<file path="config.mk">
export PLATFORM = sky130hd
export DESIGN_NAME = gts_timer
export DESIGN_NICKNAME = d
export VERILOG_FILES = /design/src/pkg/gts_pkg.sv /design/src/hdl/gts_timer.sv
export SDC_FILE = /design/constraint.sdc
export NUM_CORES = 1
export LEC_CHECK = 0
export CORE_UTILIZATION = 50
export CTS_BUF_LIST = sky130_fd_sc_hd__clkbuf_2
export CTS_CLUSTER_SIZE = 40
export DETAILED_ROUTE_END_ITERATION = 10
export DONT_BUFFER_PORTS = 1
export PLACE_DENSITY = 0.68
export SYNTH_ARGS = -nofsm -noshare
export SYNTH_HDL_FRONTEND = slang
export SYNTH_SLANG_ARGS = --single-unit
</file>
<file path="constraint.sdc">
create_clock -name clk -period 3.2 [get_ports clk]
set_clock_uncertainty 0.15 [all_clocks]
set_input_delay 0.48 -clock clk [delete_from_list [all_inputs] [get_ports clk]]
set_output_delay 0.48 -clock clk [all_outputs]
set_load 0.01 [all_outputs]
</file>
<file path="src/pkg/gts_pkg.sv">
// Constants, register map and field layouts of the gated timer.
// Assumes a 32-bit classic Wishbone slave port and a 100 MHz system clock.
package gts_pkg;

    // Register byte offsets
    localparam logic [7:0] CTRL_OFFSET     = 8'h00;
    localparam logic [7:0] STATUS_OFFSET   = 8'h04;
    localparam logic [7:0] PRELOAD1_OFFSET = 8'h08;
    localparam logic [7:0] COMPARE_OFFSET  = 8'h0C;
    localparam logic [7:0] SHADOW_OFFSET   = 8'h10;

    // Reset values, zero count and step sizes
    localparam logic [7:0]  PRESCALE_RESET = 8'hFF;
    localparam logic [15:0] COUNT_RESET    = 16'h0000;
    localparam logic [15:0] COUNT_ZERO     = 16'h0000;
    localparam logic [15:0] COUNT_STEP     = 16'h0001;
    localparam logic [7:0]  PRESCALE_STEP  = 8'h01;

    // Operating modes
    localparam logic [2:0] MODE_CAPTURE = 3'h0;
    localparam logic [2:0] MODE_SQUARE  = 3'h1;

    // Output control encodings
    localparam logic [1:0] OC_HOLD   = 2'h0;
    localparam logic [1:0] OC_TOGGLE = 2'h1;
    localparam logic [1:0] OC_ZERO   = 2'h2;
    localparam logic [1:0] OC_ONE    = 2'h3;

    localparam logic [2:0] IRQ_SEL_NONE = 3'h0;
    localparam logic [2:0] IRQ_SEL_STEP = 3'h1;
    localparam logic [6:0] IRQ_ONE      = 7'h01;

    // Control register layout
    typedef struct packed {
        logic [11:0] reserved;
        logic [2:0]  presc_tap;
        logic [2:0]  irq_sel;
        logic        ie_compare;
        logic        ie_gate;
        logic        ie_timeout;
        logic        init_level;
        logic [1:0]  output_control_field;
        logic [2:0]  mode;
        logic        presc_use;
        logic        ext_clk_sel;
        logic        gate_enable_bit;
        logic        count_prescale_enable;
        logic        soft_run_bit;
    } gts_ctrl_type;

    // Status register layout
    typedef struct packed {
        logic [24:0] reserved;
        logic        gate_level_flag;
        logic        out_level;
        logic        running;
        logic        compare_match;
        logic        compare_event_flag;
        logic        gate_event_flag;
        logic        timeout_flag;
    } gts_status_type;

    localparam logic [31:0] CTRL_WMASK = 32'h000FFFFF;

endpackage : gts_pkg

</file>
<file path="src/hdl/gts_timer.sv">
// Gated timer with prescaler, 16-bit down counter, compare and shadow.
// Assumes a classic Wishbone master and pins synchronous only after sync.
`timescale 1ns/100ps

module gts_timer (
    // System
    input  wire logic        clk,
    input  wire logic        rst,
    // Wishbone slave
    input  wire logic        wb_cyc_i,
    input  wire logic        wb_stb_i,
    input  wire logic        wb_we_i,
    input  wire logic [7:0]  wb_adr_i,
    input  wire logic [3:0]  wb_sel_i,
    input  wire logic [31:0] wb_dat_i,
    output logic      [31:0] wb_dat_o,
    output logic             wb_ack_o,
    // Timer pins
    input  wire logic        ext_clock_in,
    input  wire logic        gate_in_n,
    output logic             wave_out,
    // Interrupt request lines, bit k carries line k+1
    output logic      [6:0]  irq_line
);

    gts_pkg::gts_ctrl_type   control_reg;
    gts_pkg::gts_status_type status_reg;
    logic [15:0] preload_one_reg;
    logic [15:0] compare_reg;
    logic [15:0] count_shadow_reg;
    logic [15:0] count_reg;
    logic [7:0]  presc_reg;
    logic        ack_reg;
    logic [31:0] rdata_reg;
    logic        tin_meta_reg;
    logic        tin_sync_reg;
    logic        gate_meta_reg;
    logic        gate_sync_reg;
    logic        gate_prev_reg;
    logic        half_clk_reg;
    logic        sel_prev_reg;
    logic        tap_prev_reg;
    logic        started_reg;
    logic        tick_d_reg;
    logic        wave_reg;
    logic        timeout_reg;
    logic        gate_evt_reg;
    logic        cmp_evt_reg;
    logic        match_reg;
    logic [6:0]  irq_reg;

    logic        req;
    logic        wr_stb;
    logic [31:0] bmask;
    logic        sel_lvl;
    logic        sel_fall;
    logic        tap_lvl;
    logic        cnt_tick;
    logic        is_capture;
    logic        is_square;
    logic        run_req;
    logic        enabled;
    logic        gate_neg_edge;
    logic        gate_evt_set;
    logic        step;
    logic [15:0] count_next;
    logic        hit_timeout;
    logic        hit_compare;
    logic        any_irq;
    logic [31:0] status_w1c;

    // Bus decode: one-cycle ack; writes land at the edge that raises ack
    assign req    = wb_cyc_i && wb_stb_i && !ack_reg;
    assign wr_stb = req && wb_we_i;
    assign bmask  = {{8{wb_sel_i[3]}}, {8{wb_sel_i[2]}}, {8{wb_sel_i[1]}}, {8{wb_sel_i[0]}}};
    assign status_w1c = (wr_stb && wb_adr_i == gts_pkg::STATUS_OFFSET) ? (wb_dat_i & bmask)
                                                                       : 32'h00000000;

    always_ff @(posedge clk) begin
        if (rst) begin
            ack_reg <= 1'b0;
        end else begin
            ack_reg <= req;
        end
    end

    always_ff @(posedge clk) begin
        if (rst) begin
            rdata_reg <= 32'h00000000;
        end else if (req && !wb_we_i) begin
            if (wb_adr_i == gts_pkg::CTRL_OFFSET) begin
                rdata_reg <= control_reg;
            end else if (wb_adr_i == gts_pkg::STATUS_OFFSET) begin
                rdata_reg <= status_reg;
            end else if (wb_adr_i == gts_pkg::PRELOAD1_OFFSET) begin
                rdata_reg <= {16'h0000, preload_one_reg};
            end else if (wb_adr_i == gts_pkg::COMPARE_OFFSET) begin
                rdata_reg <= {16'h0000, compare_reg};
            end else if (wb_adr_i == gts_pkg::SHADOW_OFFSET) begin
                rdata_reg <= {16'h0000, count_shadow_reg};
            end else begin
                rdata_reg <= 32'h00000000;
            end
        end
    end

    assign wb_ack_o = ack_reg;
    assign wb_dat_o = rdata_reg;

    // Software-written registers; byte lanes honoured
    always_ff @(posedge clk) begin
        if (rst) begin
            control_reg     <= '0;
            preload_one_reg <= 16'h0000;
            compare_reg     <= 16'h0000;
        end else if (wr_stb) begin
            if (wb_adr_i == gts_pkg::CTRL_OFFSET) begin
                control_reg <= (control_reg & ~(bmask & gts_pkg::CTRL_WMASK))
                             | (wb_dat_i & bmask & gts_pkg::CTRL_WMASK);
            end else if (wb_adr_i == gts_pkg::PRELOAD1_OFFSET) begin
                preload_one_reg <= (preload_one_reg & ~bmask[15:0]) | (wb_dat_i[15:0] & bmask[15:0]);
            end else if (wb_adr_i == gts_pkg::COMPARE_OFFSET) begin
                compare_reg <= (compare_reg & ~bmask[15:0]) | (wb_dat_i[15:0] & bmask[15:0]);
            end
        end
    end

    // Pin synchronisers; first stages feed only the second stages
    always_ff @(posedge clk) begin
        if (rst) begin
            tin_meta_reg  <= 1'b0;
            tin_sync_reg  <= 1'b0;
            gate_meta_reg <= 1'b1;
            gate_sync_reg <= 1'b1;
            gate_prev_reg <= 1'b1;
        end else begin
            tin_meta_reg  <= ext_clock_in;
            tin_sync_reg  <= tin_meta_reg;
            gate_meta_reg <= gate_in_n;
            gate_sync_reg <= gate_meta_reg;
            gate_prev_reg <= gate_sync_reg;
        end
    end

    // Clock selection and falling-edge detection
    assign is_capture = control_reg.mode == gts_pkg::MODE_CAPTURE;
    assign is_square  = control_reg.mode == gts_pkg::MODE_SQUARE;
    assign sel_lvl    = control_reg.ext_clk_sel ? tin_sync_reg : half_clk_reg;
    assign sel_fall   = sel_prev_reg && !sel_lvl;
    assign tap_lvl    = presc_reg[control_reg.presc_tap];
    assign run_req    = control_reg.soft_run_bit && control_reg.count_prescale_enable;
    // Gate only pauses counting in square mode; capture mode uses it for shadow control
    assign enabled    = run_req && !(is_square && control_reg.gate_enable_bit && gate_sync_reg);
    assign cnt_tick   = enabled && (control_reg.presc_use ? (tap_prev_reg && !tap_lvl)
                                                          : sel_fall);
    assign gate_neg_edge = gate_sync_reg && !gate_prev_reg;

    always_ff @(posedge clk) begin
        if (rst) begin
            half_clk_reg <= 1'b0;
            sel_prev_reg <= 1'b0;
            tap_prev_reg <= 1'b1;
        end else begin
            half_clk_reg <= !half_clk_reg;
            sel_prev_reg <= sel_lvl;
            tap_prev_reg <= tap_lvl;
        end
    end

    // Prescaler steps on selected-clock falling edges while enabled
    always_ff @(posedge clk) begin
        if (rst) begin
            presc_reg <= gts_pkg::PRESCALE_RESET;
        end else if (enabled && sel_fall) begin
            presc_reg <= presc_reg - gts_pkg::PRESCALE_STEP;
        end
    end

    // Counter: load on first tick after enable and on the tick after timeout
    assign step       = cnt_tick && started_reg && count_reg != gts_pkg::COUNT_ZERO;
    assign count_next = count_reg - gts_pkg::COUNT_STEP;
    assign hit_timeout = step && count_next == gts_pkg::COUNT_ZERO;
    // Compare sampled at the decrement; a compare write in the same edge is not seen
    assign hit_compare = step && count_next == compare_reg;

    always_ff @(posedge clk) begin
        if (rst) begin
            count_reg   <= gts_pkg::COUNT_RESET;
            started_reg <= 1'b0;
        end else if (!run_req) begin
            started_reg <= 1'b0;
        end else if (cnt_tick) begin
            if (!started_reg || count_reg == gts_pkg::COUNT_ZERO) begin
                // Preload taken at this edge; a write landing now is seen next reload
                count_reg   <= preload_one_reg;
                started_reg <= 1'b1;
            end else begin
                count_reg <= count_next;
            end
        end
    end

    // Shadow follows the counter one cycle behind unless frozen by the gate flag
    always_ff @(posedge clk) begin
        if (rst) begin
            tick_d_reg       <= 1'b0;
            count_shadow_reg <= gts_pkg::COUNT_RESET;
        end else begin
            tick_d_reg <= cnt_tick;
            if (tick_d_reg && !gate_evt_reg) begin
                count_shadow_reg <= count_reg;
            end
        end
    end

    // Gate event: capture edge in capture mode, pause in square mode
    assign gate_evt_set = control_reg.gate_enable_bit && gate_neg_edge
                          && (is_capture || (is_square && run_req));

    // Sticky flags; a hardware set in the clearing cycle wins
    always_ff @(posedge clk) begin
        if (rst) begin
            timeout_reg  <= 1'b0;
            gate_evt_reg <= 1'b0;
            cmp_evt_reg  <= 1'b0;
        end else begin
            timeout_reg  <= (timeout_reg && !status_w1c[0]) || hit_timeout;
            gate_evt_reg <= (gate_evt_reg && !status_w1c[1]) || gate_evt_set;
            cmp_evt_reg  <= (cmp_evt_reg && !status_w1c[2]) || hit_compare;
        end
    end

    always_ff @(posedge clk) begin
        if (rst) begin
            match_reg <= 1'b0;
        end else if (hit_timeout) begin
            match_reg <= 1'b0;
        end else if (hit_compare) begin
            match_reg <= 1'b1;
        end
    end

    // Waveform output: initial level while stopped, then events drive it
    always_ff @(posedge clk) begin
        if (rst) begin
            wave_reg <= 1'b0;
        end else if (!control_reg.soft_run_bit) begin
            wave_reg <= control_reg.init_level;
        end else if ((is_capture && hit_compare) || (is_square && hit_timeout)) begin
            case (control_reg.output_control_field)
                gts_pkg::OC_TOGGLE: wave_reg <= !wave_reg;
                gts_pkg::OC_ZERO:   wave_reg <= 1'b0;
                gts_pkg::OC_ONE:    wave_reg <= 1'b1;
                default:            wave_reg <= wave_reg;
            endcase
        end else if (is_capture && hit_timeout) begin
            // Forced levels return at timeout so compare sets a pulse width
            case (control_reg.output_control_field)
                gts_pkg::OC_ZERO: wave_reg <= 1'b1;
                gts_pkg::OC_ONE:  wave_reg <= 1'b0;
                default:          wave_reg <= wave_reg;
            endcase
        end
    end

    assign wave_out = wave_reg;

    always_comb begin
        status_reg                    = '0;
        status_reg.timeout_flag       = timeout_reg;
        status_reg.gate_event_flag    = gate_evt_reg;
        status_reg.compare_event_flag = cmp_evt_reg;
        status_reg.compare_match      = match_reg;
        status_reg.running            = enabled;
        status_reg.out_level          = wave_reg;
        status_reg.gate_level_flag    = !gate_sync_reg;
    end

    // Interrupt routing to the selected line
    assign any_irq = (timeout_reg && control_reg.ie_timeout)
                   || (gate_evt_reg && control_reg.ie_gate)
                   || (cmp_evt_reg && control_reg.ie_compare);

    always_ff @(posedge clk) begin
        if (rst) begin
            irq_reg <= 7'h00;
        end else if (any_irq && control_reg.irq_sel != gts_pkg::IRQ_SEL_NONE) begin
            irq_reg <= gts_pkg::IRQ_ONE << (control_reg.irq_sel - gts_pkg::IRQ_SEL_STEP);
        end else begin
            irq_reg <= 7'h00;
        end
    end

    assign irq_line = irq_reg;

endmodule : gts_timer

</file>
; ---- After elaboration in Yosys (flattened, before gate mapping)
; Index checks and enable logic that the tools add are counted.
[op_classes]
n_addsub = 3
n_mul = 0
div = 0
n_lt_le_gt_ge = 1
n_eq_ne = 12
n_shift = 1
n_mux = 16
bitwise = 14
reduce_logical = 69
[ops]
columns = operator, count
row1 = two-way mux 16 bit, 5
row2 = bitwise AND 16 bit, 3
row3 = bitwise AND 32 bit, 1
row4 = logical AND 1 bit, 32
row5 = zero test 16 bit, 2
row6 = two-way mux 32 bit, 1
row7 = inverter 20 -> 32 bit, 1
row8 = bitwise OR 16 bit, 2
row9 = bitwise OR 32 x 20 -> 32 bit, 1
row10 = bitwise AND 20 bit, 1
row11 = == test 16 bit, 1
row12 = == test 8 x 4 -> 1 bit (second input constant), 2
row13 = inverter 16 bit, 1
row14 = nonzero test 16 bit, 1
row15 = subtractor 16 x 1 -> 16 bit (second input constant), 1
row16 = zero test 1 bit, 14
row17 = == test 8 x 3 -> 1 bit (second input constant), 1
row18 = == test 8 x 5 -> 1 bit (second input constant), 1
row19 = zero test 8 bit, 1
row20 = logical OR 1 bit, 8
row21 = != test 4 x 1 -> 1 bit (second input constant), 2
row22 = subtractor 8 x 1 -> 8 bit (second input constant), 1
row23 = << shifter 1 x 3 -> 7 bit (first input constant), 1
row24 = two-way mux 1 bit, 6
row25 = 17 further kinds, 26
[word_totals]
register_bits = 159
latchBits = 0
ramBits = 0
mem_bits_ro = 0
output_inout_bits = 41
mem_count = 0

; ---- Depth between registers and ports, before layout
; Gate-level depths: netlist of the first run.
[logic_depth]
ltp_word = 13
mapped_depth = 12
ltp_nobuf = 10

; ---- Worst setup path before layout of the first run
; No wires, ideal clock.
[synth_timing]
path_kind = reg-to-reg
from = register count_reg[0]
to = register wave_reg, in the netlist wave_out
setup_ns = 0.069
t_arrival_ns = 3.313
path_slack_ns = -0.332
path_stages_with_launch = 13
n_path_buf = 2
cell_sequence = dfxtp_1 > buf_2 > inv_1 > ha_1 > or3b_1 > clkbuf_1 > nor3_1 > xnor2_1 > or4b_1 > or4_1 > nor3_1 > mux2_2 > o21ai_1
[synth_between]
elab_chain_len = 7
[synth_rtl]
columns = item, line
row1 = start: declaration, gts_timer.sv:31  ; logic [15:0] count_reg;
row2 = start signal: assignment, gts_timer.sv:188  ; count_reg <= gts_pkg::COUNT_RESET;
row3 = start signal: assignment, gts_timer.sv:195  ; count_reg <= preload_one_reg;
row4 = start signal: assignment, gts_timer.sv:198  ; count_reg <= count_next;
row5 = subtractor 16 x 1 -> 16 bit / nonzero test 16 bit (equally long branches), "gts_timer.sv:181, gts_timer.sv:180"
row6 = "== test 16 bit, or another cell as far along", gts_timer.sv:184  ; assign hit_compare = step && count_next == compare_reg;
row7 = logical AND 1 bit (on tied branches), "gts_timer.sv:184, gts_timer.sv:182"
row8 = logical AND 1 bit, gts_timer.sv:249  ; end else if ((is_capture && hit_compare) || (is_square && hit_timeout)) begin
row9 = logical OR 1 bit, gts_timer.sv:249
row10 = "!= test 4 x 1 -> 1 bit (no source line), or another cell as far along", -
row11 = AND reduction 3 bit (no source line) / two-way mux 1 bit (equally long branches), -
row12 = end signal: assignment, gts_timer.sv:248  ; wave_reg <= control_reg.init_level;
row13 = end signal: assignment, gts_timer.sv:251  ; gts_pkg::OC_TOGGLE: wave_reg <= !wave_reg;
row14 = end signal: assignment, gts_timer.sv:254  ; default: wave_reg <= wave_reg;
row15 = end: declaration, gts_timer.sv:45  ; logic wave_reg;
; Parallel ways exist; a longest one is shown, timed or not.
; A chain may end at the register's enable or synchronous reset.

; ---- Worst setup path after layout of the first run
[layout_timing]
from = register count_reg[1]
to = register wave_reg, in the netlist wave_out
; The elaborated chain is that of the path after synthesis.

==> results of run 1 <==
==> synth_stat cells (5+ instances only) <==
cell type	instances	area (sq um)
o21ai_0	19	95.1
xnor2_1	19	166
ha_1	10	125
nand2_1	71	267
buf_2	5	25.0
nand2b_1	13	81.3
nor3_2	5	50.1
buf_4	12	90.1
a222oi_1	9	90.1
dfxtp_1	135	2700
or2_2	6	37.5
or3_1	6	37.5
xor2_1	12	105
clkbuf_1	48	180
a211oi_1	15	113
or4_1	7	52.6
inv_1	16	60.1
nor2b_1	8	50.1
nand3_1	15	75.1
and2_1	9	56.3
a21oi_1	58	290
a31oi_1	5	31.3
mux2_2	9	101
o22ai_1	8	50.1
nor4_1	6	37.5
nor3_1	33	165
nand4_1	6	37.5
nor2_1	116	435
mux2i_1	66	661
==> worst min-delay path, delay by kind of cell <==
family / cells / cell delay (ps)
AO/OA/AOI/OAI: 2 / 200
AND/OR/NAND/NOR: 2 / 200
==> power by group through the flow <==
| stage | logic, uW | registers, uW | clock network (uW) |
|---|---|---|---|
| floorplan | 81.0 | 1740 | 0 |
| global placement | 48.4 | 1740 | 0 |
| detailed placement | 49.5 | 1740 | 0 |
| CTS | 117 | 1710 | 990 |
| global route | 129 | 1710 | 1060 |
| finish | 119 | 1710 | 968 |
==> layout make-up <==
class	instances	area share [%]
clock inverters	9	1.32
multi-input cells	602	49.8
inverters	16	0.773
repair buffers	78	9.02
well taps	176	2.83
flip-flops and latches	135	34.8
clock buffers	22	1.42
==> metrics by stage <==
| stage | setup WS (ps) | setup TNS (ps) | hold slack (ps) |
|---|---|---|---|
| 4_1_cts | 19.2 | 0 | 1.57 |
| 3_5_place_dp | 26.2 | 0 | 253 |
| 3_3_place_gp | 64.5 | 0 | 244 |
| 5_1_grt | -69.3 | -69.3 | 1.20 |
| 6_report | 17.7 | 0 | 47.0 |
| 2_1_floorplan | 7.28 | 0 | 235 |
==> cell families (layout without fill, tap and decap cells) <==
logic type                 after synthesis  in the layout  share of synthesized area (%)
and+or+nand+nor                        323            323                           23.2
buffers and inverters                   84            125                           5.48
muxes                                   77             77                           11.8
xor gates and xnor gates                31             31                           3.98
adders and majority gates               10             10                           1.83
AOI/OAI and AO/OA                      149            149                           14.0
other                                    1             12                         0.0549
DFF                                    135            135                           39.6
==> path summary, 6_finish.rpt <==
check               start  slack [ps]      endpoint  depth (start not counted)
max          count_reg[1]          20      wave_out                         10
min           wb_adr_i[2]          50   wb_dat_o[4]                          4
max reg2reg  count_reg[1]          20      wave_out                         10
min reg2reg  half_clk_reg         280  half_clk_reg                          1
==> repair_timing <==
item                                    CTS  global route
endpoints found under the hold margin   135             2
hold buffers                             33             1
resized for setup                         0             9
endpoints found under the setup margin    0             1
==> per-layer routing <==
layer / GRT usage (%) / wire length [microns]
met1: 35.6 / 8200
met3: 6.61 / 1230
met4: 10.5 / 553
met2: 46.3 / 9300
met5: 0 / 0
==> results.sh, run 1 <==
export IMPL_worst_pin_slew_ps=627
export IMPL_die_w_microns=119
export IMPL_final_cell_mix="dfxtp_1 (133), nor2_1 (116), nand2_1 (71)"
export IMPL_rows=42
export IMPL_dr_pass1_iters=5
export IMPL_setup_violations=0
export IMPL_clockBufferDepth=2
export IMPL_ys_seq_area_share_pct=39.6
export IMPL_syn_mean_instance_area_sq_um=8.43
export IMPL_syn_to_final_growth_pct=13.8
export IMPL_routed_wl_microns=19300
export IMPL_placed_area_sq_um=7160
export IMPL_relSlewSlack_pct=58.2
export IMPL_numPortBuffers=0
export IMPL_pwr_share_seq_pct=61.1
export IMPL_startpoint_type="flip-flop"
export IMPL_p_sw_uw=683
export IMPL_ys_ff_latch=135
export IMPL_fmax_ghz=0.314
export IMPL_clk_latency_ps=730
export IMPL_die_area_sq_um=14100
export IMPL_crit_path_end_kind="flip-flop"
export IMPL_p_clk_share_pct=34.6
export IMPL_start_util_pct=51.4
export IMPL_power_uw=2800
export IMPL_ys_types=64
export IMPL_post_cts_buffers=0
export IMPL_drv_slew=0
export IMPL_htreeDepth=4
export IMPL_p_int_uw=2110
export IMPL_vias_per_cell=5.89
export IMPL_slowest_delay_ps=500
export IMPL_cts_tree="built"
export IMPL_routedWlPerCell_microns=18.6
export IMPL_worstPathRequired_ps=3710
export IMPL_numCtsBuffers=17
export IMPL_num_antenna_cells=0
export IMPL_cts_root_buf="clkbuf_2"
export IMPL_syn_area_sq_um=6830
export IMPL_status="finished, final reports clean"
export IMPL_grt_start_max_net_pins=131
export IMPL_postSynthCellCount=810
export IMPL_post_dp_hpwl_microns=13700
export IMPL_critPathBufInv=1
export IMPL_crit_family="simple AND/OR/NAND/NOR gates"
export IMPL_grt_pass1_vias=5945
export IMPL_drc=0
export IMPL_ys_flop_type="dfxtp_1"
export IMPL_ioPinCount=92
export IMPL_path_cells="inv_2, ha_4, or3b_4, nor3_4, xnor2_1, or4b_4, or4_4, or4b_4, a21oi_2, o21ai_1"
export IMPL_final_util_pct=58.4
export IMPL_cp_max_fo=7
export IMPL_synth_edf_count=0
export IMPL_grt_use_total_pct=28.1
export IMPL_grt_remaining_overflow=0
export IMPL_final_common_cell="dfxtp_1"
export IMPL_dp_cells=973
export IMPL_drtIter0Drc=522
export IMPL_final_area_sq_um=7770
export IMPL_regArea_sq_um=2710
export IMPL_final_layout_size_suffix_gt1_share_pct=13.5
export IMPL_multi_input_area_sq_um=3870
export IMPL_ant_nets=0
export IMPL_arrival_ps=3690
export IMPL_ys_async_sr_fraction_pct=0
export IMPL_worstSetupPathType="flip-flop to flip-flop"
export IMPL_fin_cells=1038
export IMPL_core_area_sq_um=13300
export IMPL_cpMaxStageDelayCell="or4b_4"
export IMPL_crit_top_cell="or4b_4"
export IMPL_hold_viol_final=0
export IMPL_fin_crit_sh_pct=99.4
export IMPL_ys_warnings_count=0
export IMPL_cellLeakagePower_uw=0.00284
export IMPL_ir_worst_vdd_mv=0.352
export IMPL_drv_cap=0
export IMPL_cts_sinks=135
export IMPL_grt_first_pass_wirelength_microns=30800
export IMPL_comb_power_share_pct=4.3
export IMPL_final_min_clock_period_ps=3180
export IMPL_clk_pin_slew_ps=210
export IMPL_fill_cells=1188
export IMPL_die_h_microns=119
export IMPL_hold_class="input port to flip-flop"
export IMPL_routed_via_count=6109
export IMPL_swShare_pct=24.4
export IMPL_final_nets=911
export IMPL_grt_antenna_before_repair=1
export IMPL_p_per_area_nw_per_um2=360
export IMPL_rsz0062_at_grt="yes"
export IMPL_gp_congestion=0.939
No activity file was read; power rests on OpenSTA's default activity.
==> run 2, diff against run 1 <==
==> constraint.sdc (replaced) <==
create_clock -name clk -period 2.66 [get_ports clk]
set_clock_uncertainty 0.15 [all_clocks]
set_input_delay 0.399 -clock clk [delete_from_list [all_inputs] [get_ports clk]]
set_output_delay 0.399 -clock clk [all_outputs]
set_load 0.01 [all_outputs]
==> run 2 against run 1 <==
  * The flow now finishes with violations (negative setup slack)
  * Maximum frequency down 0.90%
  * Die area unchanged
  * Via count up 6.0%
  * Setup slack worse by 570 ps
  * Sequential share of layout area down 2.6 points
  * Total power up 25%
  * Largest power group unchanged
  * Highest routed layer unchanged
==> results.sh, run 2 (synthesized netlist as in run 1, its figures left out) <==
export IMPL_ant_nets=0
export IMPL_post_dp_hpwl_microns=14700
export IMPL_die_area_sq_um=14100
export IMPL_clk_latency_ps=760
export IMPL_violations="negative setup slack"
export IMPL_cp_max_fo=4
export IMPL_num_antenna_cells=0
export IMPL_rows=42
export IMPL_core_area_sq_um=13300
export IMPL_worst_pin_slew_ps=731
export IMPL_ir_worst_vdd_mv=0.438
export IMPL_final_common_cell="dfxtp_1"
export IMPL_start_util_pct=51.4
export IMPL_comb_power_share_pct=4.6
export IMPL_post_place_ws_ps=-503
export IMPL_syn_to_final_growth_pct=23.0
export IMPL_drv_slew=0
export IMPL_worstSetupPathType="flip-flop to flip-flop"
export IMPL_drv_cap=0
export IMPL_cts_tree="built"
export IMPL_fin_cells=1102
export IMPL_setup_ws_ps=-551
export IMPL_cpMaxStageDelayCell="or4b_4"
export IMPL_cellLeakagePower_uw=0.00316
export IMPL_final_layout_size_suffix_gt1_share_pct=20.5
export IMPL_p_int_uw=2540
export IMPL_crit_path_end_kind="flip-flop"
export IMPL_cts_sinks=135
export IMPL_grt_pass1_vias=6407
export IMPL_grt_start_max_net_pins=131
export IMPL_fmax_ghz=0.311
export IMPL_gp_congestion=0.937
export IMPL_grt_first_pass_wirelength_microns=34100
export IMPL_relSlewSlack_pct=50.0
export IMPL_numCtsBuffers=17
export IMPL_slowest_delay_ps=500
export IMPL_cts_root_buf="clkbuf_2"
export IMPL_numPortBuffers=0
export IMPL_clk_pin_slew_ps=240
export IMPL_htreeDepth=4
export IMPL_final_min_clock_period_ps=3210
export IMPL_tns_ps=-1190
export IMPL_worstPathRequired_ps=3140
export IMPL_hold_viol_final=0
export IMPL_routed_wl_microns=21800
export IMPL_grt_remaining_overflow=0
export IMPL_arrival_ps=3690
export IMPL_clockBufferDepth=2
export IMPL_setup_violations=4
export IMPL_final_area_sq_um=8400
export IMPL_routed_via_count=6478
export IMPL_placed_area_sq_um=7540
export IMPL_die_w_microns=119
export IMPL_crit_top_cell="or4b_4"
export IMPL_ioPinCount=92
export IMPL_drc=0
export IMPL_rsz0062_at_grt="yes"
export IMPL_swShare_pct=27.0
export IMPL_dp_cells=1025
export IMPL_startpoint_type="flip-flop"
export IMPL_path_cells="inv_2, ha_4, or3b_4, nor3_4, xnor2_1, or4b_4, or4_4, or4b_4, a21oi_2, o21ai_1"
export IMPL_p_clk_share_pct=36.3
export IMPL_p_sw_uw=942
export IMPL_final_cell_mix="dfxtp_1 (129), nor2_1 (114), buf_4 (94)"
export IMPL_grt_use_total_pct=31.4
export IMPL_p_per_area_nw_per_um2=415
export IMPL_grt_antenna_before_repair=0
export IMPL_pwr_share_seq_pct=59.1
export IMPL_routedWlPerCell_microns=19.8
export IMPL_fin_crit_sh_pct=121
export IMPL_dr_pass1_iters=9
export IMPL_drtIter0Drc=685
export IMPL_status="finished with violations"
export IMPL_die_h_microns=119
export IMPL_final_nets=974
export IMPL_hold_class="input port to flip-flop"
export IMPL_vias_per_cell=5.88
==> run 2: power groups by stage <==
stage                     logic [uW]  clock network (uW)  registers [uW]
after floorplan                 97.9                   0            2100
after global placement          58.6                   0            2100
after detailed placement        60.1                   0            2100
after CTS                        156                1280            2060
after global routing             173                1380            2060
final                            162                1260            2060
==> run 2: what timing repair did <==
action,CTS,global route
resized for setup,15,20
pin swaps,4,3
hold buffers,42,0
setup endpoints to repair,4,17
endpoints found under the hold margin,135,0
buffers inserted,3,1
==> run 2: worst max-delay path, delay by kind of cell, from the launching register on <==
family | cells | cell delay [ps]
simple gates | 5 | 2040
fa+ha+maj | 1 | 150
buf+inv | 1 | 70
compound gates | 2 | 190
flops | 1 | 380
xor+xnor | 1 | 130
==> run 2: worst paths after layout <==
check / from / to / slack (ps) / depth (start not counted)
worst min register to register: half_clk_reg / half_clk_reg / 280 / 1
worst min-delay path: wb_adr_i[2] / wb_dat_o[1] / 10 / 4
worst max register to register: count_reg[1] / wave_out / -550 / 10
worst max-delay path: count_reg[1] / wave_out / -550 / 10
==> run 2: layout make-up <==
| class | instances | area [sq um] |
|---|---|---|
| clock buffer | 17 | 85.1 |
| clock inverter | 15 | 151 |
| fill | 1153 | 4900 |
| inverter | 16 | 60.1 |
| multi-input combinational | 602 | 3960 |
| sequential | 135 | 2710 |
| tap | 176 | 220 |
| timing repair buffer | 141 | 1210 |
==> run 2: layer usage <==
metal / GRT usage [%] / up-vias / routed length (microns)
met4: 12.3 / 0 / 610
met1: 39.4 / 3106 / 9360
met2: 52.5 / 279 / 10500
li1: - / 3042 / -
met3: 6.66 / 51 / 1300
met5: 0 / - / 0
==> run 2: per-stage QoR <==
stage	util, %	power, uW	hold slack [ps]
floorplan	-	2190	235
global placement	56.7	2160	245
detailed placement	56.7	2160	255
CTS	62.5	3490	3.68
global route	63.2	3610	9.38
finish	63.2	3480	9.54
